### src/psg_pkg.sv
// Shared constants, encodings and state layout of the PWM sync and power-good block
package psg_pkg;

    // ------------------------------------------------------------
    // Timing
    // ------------------------------------------------------------
    localparam int CLK_MHZ       = 100;
    localparam int OK_DELAY_NS   = 20000;
    localparam int OK_CYC        = OK_DELAY_NS * CLK_MHZ / 1000;
    localparam int TRANS_NS      = 20000;
    localparam int TRANS_CYC     = TRANS_NS * CLK_MHZ / 1000;

    // ------------------------------------------------------------
    // Register map
    // ------------------------------------------------------------
    localparam int          AW          = 8;
    localparam int          DW          = 32;
    localparam logic [7:0]  ADDR_PERIOD = 8'h00;
    localparam logic [7:0]  ADDR_DUTY   = 8'h04;
    localparam logic [7:0]  ADDR_STATUS = 8'h08;
    localparam logic [7:0]  ADDR_MASK   = 8'h0C;
    localparam logic [7:0]  ADDR_STATE  = 8'h10;
    localparam logic [15:0] PERIOD_RST  = 16'h014D;
    localparam logic [15:0] DUTY_RST    = 16'h00A6;

    // Event bits of status and mask
    localparam int NEV       = 4;
    localparam int EV_OK_UP  = 0;
    localparam int EV_OK_DN  = 1;
    localparam int EV_LOST   = 2;
    localparam int EV_LOCK   = 3;

    // ------------------------------------------------------------
    // Types
    // ------------------------------------------------------------
    typedef enum logic [1:0] {
        ROLE_MASTER = 2'b00,
        ROLE_SLV180 = 2'b01,
        ROLE_SLV0   = 2'b10
    } psg_role_t;

    typedef enum logic [1:0] {
        LK_FREE    = 2'b00,
        LK_LOCKED  = 2'b01,
        LK_TRANSIT = 2'b10
    } psg_lock_t;

    typedef struct packed {
        psg_role_t        role;
        psg_lock_t        lock;
        logic [15:0]      cnt;
        logic [15:0]      wdog;
        logic [15:0]      tcnt;
        logic [15:0]      pg_cnt;
        logic             link_prev;
        logic             hs;
        logic             ph_o;
        logic             ph_oe;
        logic             ok_oe;
        logic             ok_lvl;
        logic [15:0]      per;
        logic [15:0]      duty;
        logic [NEV-1:0]   sts;
        logic [NEV-1:0]   msk;
        logic [DW-1:0]    rdata;
        logic             irq;
    } psg_state_t;

endpackage

### src/psg_sync.sv
// Two-flop synchroniser bank for asynchronous pin levels
`timescale 1ns/10ps
module psg_sync #(
    parameter int W = 1
) (
    input  wire logic         clk_sys, // System clock
    input  wire logic         rst_b,   // Async reset, active low
    input  wire logic [W-1:0] d,       // Asynchronous levels
    output logic      [W-1:0] q        // Synchronised levels
);

    logic [W-1:0] meta_q;

    // First stage feeds only the second stage
    for (genvar i = 0; i < W; i++) begin : g_bit
        always_ff @(posedge clk_sys or negedge rst_b) begin
            if (!rst_b) begin
                meta_q[i] <= 1'b0;
                q[i]      <= 1'b0;
            end else begin
                meta_q[i] <= d[i];
                q[i]      <= meta_q[i];
            end
        end
    end

endmodule

### src/psg_top.sv
// PWM timebase with master/slave synchronisation and power-good supervision
//
// Overview of operation
// The ok flag pin is open-drain and is pulled low while any out-of-regulation condition holds.
// The flag is held low while the feedback voltage is outside the good window.
// The flag is held low while soft-start runs, i.e. the ramp is below its done level.
// The flag is held low while undervoltage lockout is asserted.
// The flag is held low while an overcurrent or short-circuit fault is detected.
// The flag is held low while an overtemperature fault is detected.
// Once all blocking conditions clear, the flag is released after the 20 us delay.
// With the role pin tied to supply the block is master and drives the switching-rate clock.
// In master role the driven clock has a 50% duty cycle.
// In master role each falling edge of the driven clock meets a rising high-side drive edge.
// With the role pin grounded, each high-side pulse starts on the input clock rising edge.
// With the role pin open, each high-side pulse starts on the input clock falling edge.
// The external clock must stay within 30 percent of the programmed free-running rate.
// On loss of the external clock the block runs at 0.7 times the free rate for 20 us.
// After that interval the block returns to its programmed free-running rate.
// Slave roles are advised whenever master operation is not required.
// The clock is lost after about one and a half free periods without an edge; edges relock.
`timescale 1ns/10ps
module psg_top (
    input  wire logic                   clk_sys,          // System clock, 100 MHz
    input  wire logic                   rst_b,            // Async reset, active low
    input  wire logic                   fb_in_window,     // Feedback inside good window
    input  wire logic                   ramp_done,        // Soft-start ramp above done level
    input  wire logic                   uvlo_active,      // Undervoltage lockout
    input  wire logic                   ocp_fault,        // Overcurrent fault
    input  wire logic                   scp_fault,        // Short-circuit fault
    input  wire logic                   otp_fault,        // Overtemperature fault
    input  wire logic                   role_at_supply,   // Role pin tied to supply
    input  wire logic                   role_at_ground,   // Role pin tied to ground
    input  wire logic                   phase_link_i,     // Phase link pin level
    output logic                        phase_link_o,     // Phase link drive value
    output logic                        phase_link_oe,    // Phase link drive enable
    output logic                        ok_flag_o,        // Ok flag drive value
    output logic                        ok_flag_oe,       // Ok flag pull-down enable
    output logic                        high_side_gate_drive, // High-side drive
    input  wire logic [psg_pkg::AW-1:0] reg_addr,         // Register address
    input  wire logic [psg_pkg::DW-1:0] reg_wdata,        // Write data
    input  wire logic                   reg_wr,           // Write strobe
    input  wire logic                   reg_rd,           // Read strobe
    output logic      [psg_pkg::DW-1:0] reg_rdata,        // Read data, cycle after strobe
    output logic                        irq               // Level interrupt
);

    import psg_pkg::*;

    // ------------------------------------------------------------
    // Helpers
    // ------------------------------------------------------------
    function automatic psg_role_t role_of(input logic sup, input logic gnd);
        if (sup) begin
            return ROLE_MASTER;
        end else if (gnd) begin
            return ROLE_SLV180;
        end
        return ROLE_SLV0;
    endfunction

    // Period of the 0.7x fallback rate
    function automatic logic [15:0] slow_per(input logic [15:0] per);
        logic [31:0] p;
        p = ({16'h0000, per} * 32'h0000000A) / 32'h00000007;
        return p[15:0];
    endfunction

    // ------------------------------------------------------------
    // Pin synchronisers
    // ------------------------------------------------------------
    logic [8:0] pin_s;

    psg_sync #(
        .W (9)
    ) u_sync (
        .clk_sys (clk_sys),
        .rst_b   (rst_b),
        .d       ({phase_link_i, role_at_ground, role_at_supply, otp_fault,
                   scp_fault, ocp_fault, uvlo_active, ramp_done, fb_in_window}),
        .q       (pin_s)
    );

    logic fb_s;
    logic ramp_s;
    logic uvlo_s;
    logic ocp_s;
    logic scp_s;
    logic otp_s;
    logic link_s;

    assign fb_s   = pin_s[0];
    assign ramp_s = pin_s[1];
    assign uvlo_s = pin_s[2];
    assign ocp_s  = pin_s[3];
    assign scp_s  = pin_s[4];
    assign otp_s  = pin_s[5];
    assign link_s = pin_s[8];

    // ------------------------------------------------------------
    // Next-state logic
    // ------------------------------------------------------------
    psg_state_t     q;
    psg_state_t     d;
    logic           blk;
    logic           qual;
    logic           edge_r;
    logic           edge_f;
    logic [15:0]    per_eff;
    logic [15:0]    lost_lim;
    logic [NEV-1:0] ev;
    logic [NEV-1:0] clr;

    always_comb begin
        d = q;
        ev = '0;
        clr = '0;
        d.role = role_of(pin_s[6], pin_s[7]);
        // Any of these keeps the flag low
        blk = !fb_s || !ramp_s || uvlo_s || ocp_s || scp_s || otp_s;

        edge_r = link_s && !q.link_prev;
        edge_f = !link_s && q.link_prev;
        d.link_prev = link_s;
        case (q.role)
            ROLE_SLV180: begin
                qual = edge_r;
            end
            ROLE_SLV0: begin
                qual = edge_f;
            end
            default: begin
                qual = 1'b0;
            end
        endcase

        // Tolerates the slowest legal input clock before declaring loss
        lost_lim = q.per + (q.per >> 1);
        per_eff = (q.lock == LK_TRANSIT) ? slow_per(q.per) : q.per;

        // Limitation: a slave clock slower than the free period gives one extra pulse
        // Free-running period counter; a qualifying edge restarts it
        d.cnt = (q.cnt >= per_eff - 16'h0001) ? 16'h0000 : q.cnt + 16'h0001;
        if (qual) begin
            d.cnt = 16'h0000;
        end
        d.wdog = qual ? 16'h0000 :
                 (q.wdog == 16'hFFFF) ? q.wdog : q.wdog + 16'h0001;

        // Clock lock tracking
        if (q.role == ROLE_MASTER) begin
            d.lock = LK_FREE;
        end else begin
            case (q.lock)
                LK_FREE: begin
                    if (qual) begin
                        d.lock = LK_LOCKED;
                        ev[EV_LOCK] = 1'b1;
                    end
                end
                LK_LOCKED: begin
                    if (!qual && q.wdog >= lost_lim) begin
                        d.lock = LK_TRANSIT;
                        d.tcnt = 16'h0000;
                        ev[EV_LOST] = 1'b1;
                    end
                end
                LK_TRANSIT: begin
                    if (qual) begin
                        d.lock = LK_LOCKED;
                        ev[EV_LOCK] = 1'b1;
                    end else if (q.tcnt >= 16'(TRANS_CYC - 1)) begin
                        d.lock = LK_FREE;
                    end else begin
                        d.tcnt = q.tcnt + 16'h0001;
                    end
                end
                default: begin
                    d.lock = LK_FREE;
                end
            endcase
        end

        // High-side pulse opens at counter zero, where the link clock falls in master and in-phase slave roles
        d.hs = (d.cnt < q.duty);
        d.ph_oe = (d.role == ROLE_MASTER);
        d.ph_o = d.ph_oe && (d.cnt >= (per_eff >> 1));

        // Power-good release delay
        if (blk) begin
            d.pg_cnt = 16'h0000;
        end else if (q.pg_cnt != 16'(OK_CYC)) begin
            d.pg_cnt = q.pg_cnt + 16'h0001;
        end
        d.ok_oe = (d.pg_cnt != 16'(OK_CYC));
        d.ok_lvl = 1'b0;
        ev[EV_OK_UP] = q.ok_oe && !d.ok_oe;
        ev[EV_OK_DN] = !q.ok_oe && d.ok_oe;

        // Register writes
        if (reg_wr) begin
            case (reg_addr)
                ADDR_PERIOD: begin
                    d.per = reg_wdata[15:0];
                end
                ADDR_DUTY: begin
                    d.duty = reg_wdata[15:0];
                end
                ADDR_STATUS: begin
                    clr = reg_wdata[NEV-1:0];
                end
                ADDR_MASK: begin
                    d.msk = reg_wdata[NEV-1:0];
                end
                default: begin
                end
            endcase
        end
        // A new event beats a simultaneous clear
        d.sts = (q.sts & ~clr) | ev;
        d.irq = |(d.sts & d.msk);

        // Read data stand only in the cycle after the strobe
        d.rdata = '0;
        if (reg_rd) begin
            case (reg_addr)
                ADDR_PERIOD: begin
                    d.rdata = {16'h0000, q.per};
                end
                ADDR_DUTY: begin
                    d.rdata = {16'h0000, q.duty};
                end
                ADDR_STATUS: begin
                    d.rdata = {28'h0000000, q.sts};
                end
                ADDR_MASK: begin
                    d.rdata = {28'h0000000, q.msk};
                end
                ADDR_STATE: begin
                    d.rdata = {21'h000000, !q.ok_oe, q.lock, q.role,
                               otp_s, scp_s, ocp_s, uvlo_s, ramp_s, fb_s};
                end
                default: begin
                end
            endcase
        end
    end

    // ------------------------------------------------------------
    // State register
    // ------------------------------------------------------------
    always_ff @(posedge clk_sys or negedge rst_b) begin
        if (!rst_b) begin
            q <= '{role: ROLE_SLV0, lock: LK_FREE, cnt: 16'h0000, wdog: 16'hFFFF,
                   tcnt: 16'h0000, pg_cnt: 16'h0000, link_prev: 1'b0, hs: 1'b0,
                   ph_o: 1'b0, ph_oe: 1'b0, ok_oe: 1'b1, ok_lvl: 1'b0,
                   per: PERIOD_RST, duty: DUTY_RST, sts: '0, msk: '0,
                   rdata: '0, irq: 1'b0};
        end else begin
            q <= d;
        end
    end

    assign phase_link_o         = q.ph_o;
    assign phase_link_oe        = q.ph_oe;
    assign ok_flag_o            = q.ok_lvl;
    assign ok_flag_oe           = q.ok_oe;
    assign high_side_gate_drive = q.hs;
    assign reg_rdata            = q.rdata;
    assign irq                  = q.irq;

    // ------------------------------------------------------------
    // Assertions
    // ------------------------------------------------------------
    // Counts unblocked cycles on its own, so the release delay is checked independently
    logic [15:0] clr_run_q;

    always_ff @(posedge clk_sys or negedge rst_b) begin
        if (!rst_b) begin
            clr_run_q <= 16'h0000;
        end else if (blk) begin
            clr_run_q <= 16'h0000;
        end else if (clr_run_q != 16'hFFFF) begin
            clr_run_q <= clr_run_q + 16'h0001;
        end
    end
endmodule

### config.mk
export PLATFORM = sky130hd
export DESIGN_NAME = psg_top
export DESIGN_NICKNAME = d
export VERILOG_FILES = /design/src/psg_pkg.sv /design/src/psg_sync.sv /design/src/psg_top.sv
export SDC_FILE = /design/constraint.sdc
export NUM_CORES = 1
export LEC_CHECK = 0
export ABC_AREA = 1
export BUFFER_PORTS_ARGS = -buffer_cell sky130_fd_sc_hd__buf_4
export CORE_UTILIZATION = 62
export CTS_CLUSTER_DIAMETER = 40
export DETAILED_ROUTE_END_ITERATION = 6
export PLACE_DENSITY = 0.78
export REMOVE_ABC_BUFFERS = 1
export SLEW_MARGIN = 15
export SYNTH_ARGS = -nofsm -noshare
export SYNTH_HDL_FRONTEND = slang
export SYNTH_SLANG_ARGS = --single-unit
### constraint.sdc
create_clock -name clk_sys -period 12.5 [get_ports clk_sys]
set_clock_uncertainty 0.1 [all_clocks]
set_input_delay 2.5 -clock clk_sys [delete_from_list [all_inputs] [get_ports clk_sys]]
set_output_delay 2.5 -clock clk_sys [all_outputs]
set_load 0.02 [all_outputs]
==> results.sh <==
export IMPL_final_period_minus_worst_setup_slack_ps=11490
export IMPL_switching_share=0.368
export IMPL_cts_made_buffers=17
export IMPL_floorplan_die_width_um=137
export IMPL_cp_max_fo=15
export IMPL_max_cap_viol_count=0
export IMPL_yosys_area_top_type_share=0.268
export IMPL_timing_final_crit_share=0.920
export IMPL_insertedDiodeCount=0
export IMPL_first_iteration_detailed_routing_drc_count=713
export IMPL_cp_end_kind="flip-flop"
export IMPL_cellInternalPower_mw=1.09
export IMPL_sequentialPowerShare=0.317
export IMPL_post_drt_wl_per_cell_um=14.3
export IMPL_numPortBuffers=57
export IMPL_worstMarginPinSlew_ps=970
export IMPL_die_height_um=137
export IMPL_final_cell_area_mm2=0.0127
export IMPL_path_clk_slew_ps=70
export IMPL_p_leak_nw=6.72
export IMPL_synth_area_leader_cell="dfrtp_1"
export IMPL_floorplan_initialDensity=0.632
export IMPL_ff2ff_setup_slack_ps=1010
export IMPL_regToRegStartpoint="q[60]"
export IMPL_multi_input_area_mm2=0.00650
export IMPL_grt_max_degree=90
export IMPL_cts_htree_levels=4
export IMPL_first_pass_grt_wire_length_mm=41.8
export IMPL_placedCellCount=1750
export IMPL_critical_path_reg2reg_endpoint="phase_link_o"
export IMPL_design_core_area_mm2=0.0179
export IMPL_clock_tree_from_tritoncts="done"
export IMPL_arrival_ps=11700
export IMPL_ir_worst_vdd_uv=137
export IMPL_num_vias=9823
export IMPL_area_growth_pct=12.3
export IMPL_postSynth_topFlopCell="dfrtp_1"
export IMPL_status="complete, no violations"
export IMPL_setup_tns_ps=0
export IMPL_critPathRequiredTime_ps=12710
export IMPL_synthTopCellsByArea="dfrtp_1 (27%), ha_1 (13%), nand2_1 (9.8%), inv_1 (8.0%), dfstp_2 (6.3%)"
export IMPL_cts_sinks=148
export IMPL_routabilityCongestion=0.864
export IMPL_max_slew_margin_rel=0.352
export IMPL_dr_pass1_iters=5
export IMPL_postPlaceCellArea_mm2=0.0118
export IMPL_pin_count=91
export IMPL_route_final_wire_length_mm=25.7
export IMPL_floorplan_rows=49
export IMPL_drive_gt1_frac=0.171
export IMPL_hp_start="u_sync.meta_q[1]"
export IMPL_layout_core_utilization=0.710
export IMPL_power_total_mw=1.73
export IMPL_layout_cells_most_common_list="nand2_1 (290), inv_1 (239), dfrtp_1 (112)"
export IMPL_clockPowerShare=0.312
export IMPL_mappedNetlistArea_mm2=0.0113
export IMPL_critical_path_n_buffers_inverters=10
export IMPL_postLayoutSetupSlackWorst_ps=1010
export IMPL_crit_type="reg2reg"
export IMPL_finalHoldViolations=0
export IMPL_ff_latch_area_mm2=0.00375
export IMPL_grt_antenna_before_repair=0
export IMPL_clock_fmax_mhz=87.0
export IMPL_cpPeakStageDelay_ps=620
export IMPL_overflow=0
export IMPL_yosys_register_bits=148
export IMPL_slew_violations=0
export IMPL_worstHoldPathCells=0
export IMPL_layout_commonest_cell="nand2_1"
export IMPL_cp_slowest_cell="dfstp_2"
export IMPL_async_reset_ff_frac=1.00
export IMPL_crit_top_cell="nand2_2"
export IMPL_grt_pass1_vias=9008
export IMPL_yosys_warnings=0
export IMPL_combPwrFrac=0.371
export IMPL_reg2reg_depth=96
export IMPL_finish_cell_count_without_fillers=1798
export IMPL_worst_min_delay_path_category="reg2reg"
export IMPL_synth_cell_types=56
export IMPL_ys_seq_area_frac=0.330
export IMPL_netlist_instances=1492
export IMPL_power_density_cell_area_mw_per_mm2=136
export IMPL_dp_worst_setup_slack_ps=593
export IMPL_cp_start_kind="flip-flop"
export IMPL_post_cts_hold_buffer_count=0
export IMPL_finalSetupViolCount=0
export IMPL_p_switching_uw=638
export IMPL_drc=0
export IMPL_num_nets_final=1727
export IMPL_path_delay_family="simple AND/OR/NAND/NOR gates"
export IMPL_hold_slack_ps=248
export IMPL_global_route_usage_total=0.285
export IMPL_fillers=1449
export IMPL_final_antenna_net_count=0
export IMPL_hold_end="u_sync.q[1]"
export IMPL_design_die_area_mm2=0.0188
export IMPL_place_hpwl_mm=19.7
export IMPL_root_buffer="clkbuf_16"
export IMPL_viasPerCell=5.46
export IMPL_synth_enable_flop_cells=0
export IMPL_clk_insertion_delay_late_ps=430
export IMPL_syn_avg_cell_area_um2=7.58
export IMPL_clock_path_buffers=2
sequential cells by signal, summed over array words and instances, names as in the netlist:
name / cells
u_sync.q: 9
phase_link_o: 1
irq: 1
u_sync.meta_q: 9
reg_rdata: 16
q: 109
high_side_gate_drive: 1
phase_link_oe: 1
ok_flag_oe: 1
how the worst max path moves through the flow:
stage / depth (start not counted) / from / end
floorplan: 90 / q[58] / phase_link_o
global placement: 90 / q[72] / phase_link_o
detailed placement: 88 / q[72] / phase_link_o
CTS: 88 / q[72] / phase_link_o
global route: 96 / q[60] / phase_link_o
finish: 96 / q[60] / phase_link_o
area by class of cell:
cell class	count	area share
clock buffers	20	0.0367
inverters	250	0.0742
flip-flops and latches	148	0.295
clock inverters	12	0.0130
multi-input cells	1061	0.512
repair buffers	78	0.0467
well taps	229	0.0226
per-layer routing:
metal,global-route usage,vias up,part of all wire
li1,-,4970,-
met1,0.383,4529,0.46
met2,0.463,275,0.46
met3,0.0448,49,0.055
met4,0.104,0,0.028
met5,0,-,0
synthesized netlist by cell type, drive strengths merged (3+ instances only):
cell    number
xnor2       12
a21oi       78
nor4        10
clkbuf      12
a21boi       4
and3         3
xor2        32
a21o         4
nor2       107
o21bai       7
nand4       32
ha         116
nor3        29
nand3       96
nand2      351
nand3b       3
o21a        12
or2          6
a31oi        7
dfrtp      121
inv        248
buf         37
a211oi       6
o221ai       8
o21ai      106
a221oi       3
dfstp       27
power by group through the flow:
stage	logic (mW)	registers [mW]	clock network, mW
finish	0.643	0.548	0.541
global route	0.732	0.552	0.564
CTS	0.616	0.548	0.546
detailed placement	0.610	0.556	0
global placement	0.588	0.555	0
floorplan	0.480	0.549	0
repair_timing:
item / 4_1_cts / 5_1_grt
endpoints found under the setup margin: 0 / 1
setup buffers: 0 / 16
resized for setup: 0 / 36
worst register-to-register path: cells and delay by family, from the launching register on:
kind | cells | cell delay [ps]
AND/OR/NAND/NOR | 64 | 5900
AO/OA/AOI/OAI | 15 | 2300
adder cells (fa/ha/maj) | 6 | 1470
buffers and inverters | 10 | 780
flip-flops | 1 | 620
XOR/XNOR | 1 | 170
cell families (layout without fill, tap and decap cells):
group / Yosys count / after routing / share of synthesized area
adders and majority gates: 118 / 118 / 0.132
DFF: 148 / 148 / 0.330
xor gates and xnor gates: 44 / 44 / 0.0341
buffers and inverters: 299 / 360 / 0.112
other: 1 / 17 / 0.000331
AOI/OAI and AO/OA: 241 / 241 / 0.121
and+or+nand+nor: 641 / 641 / 0.271
Power figures use the tool's default switching activity.
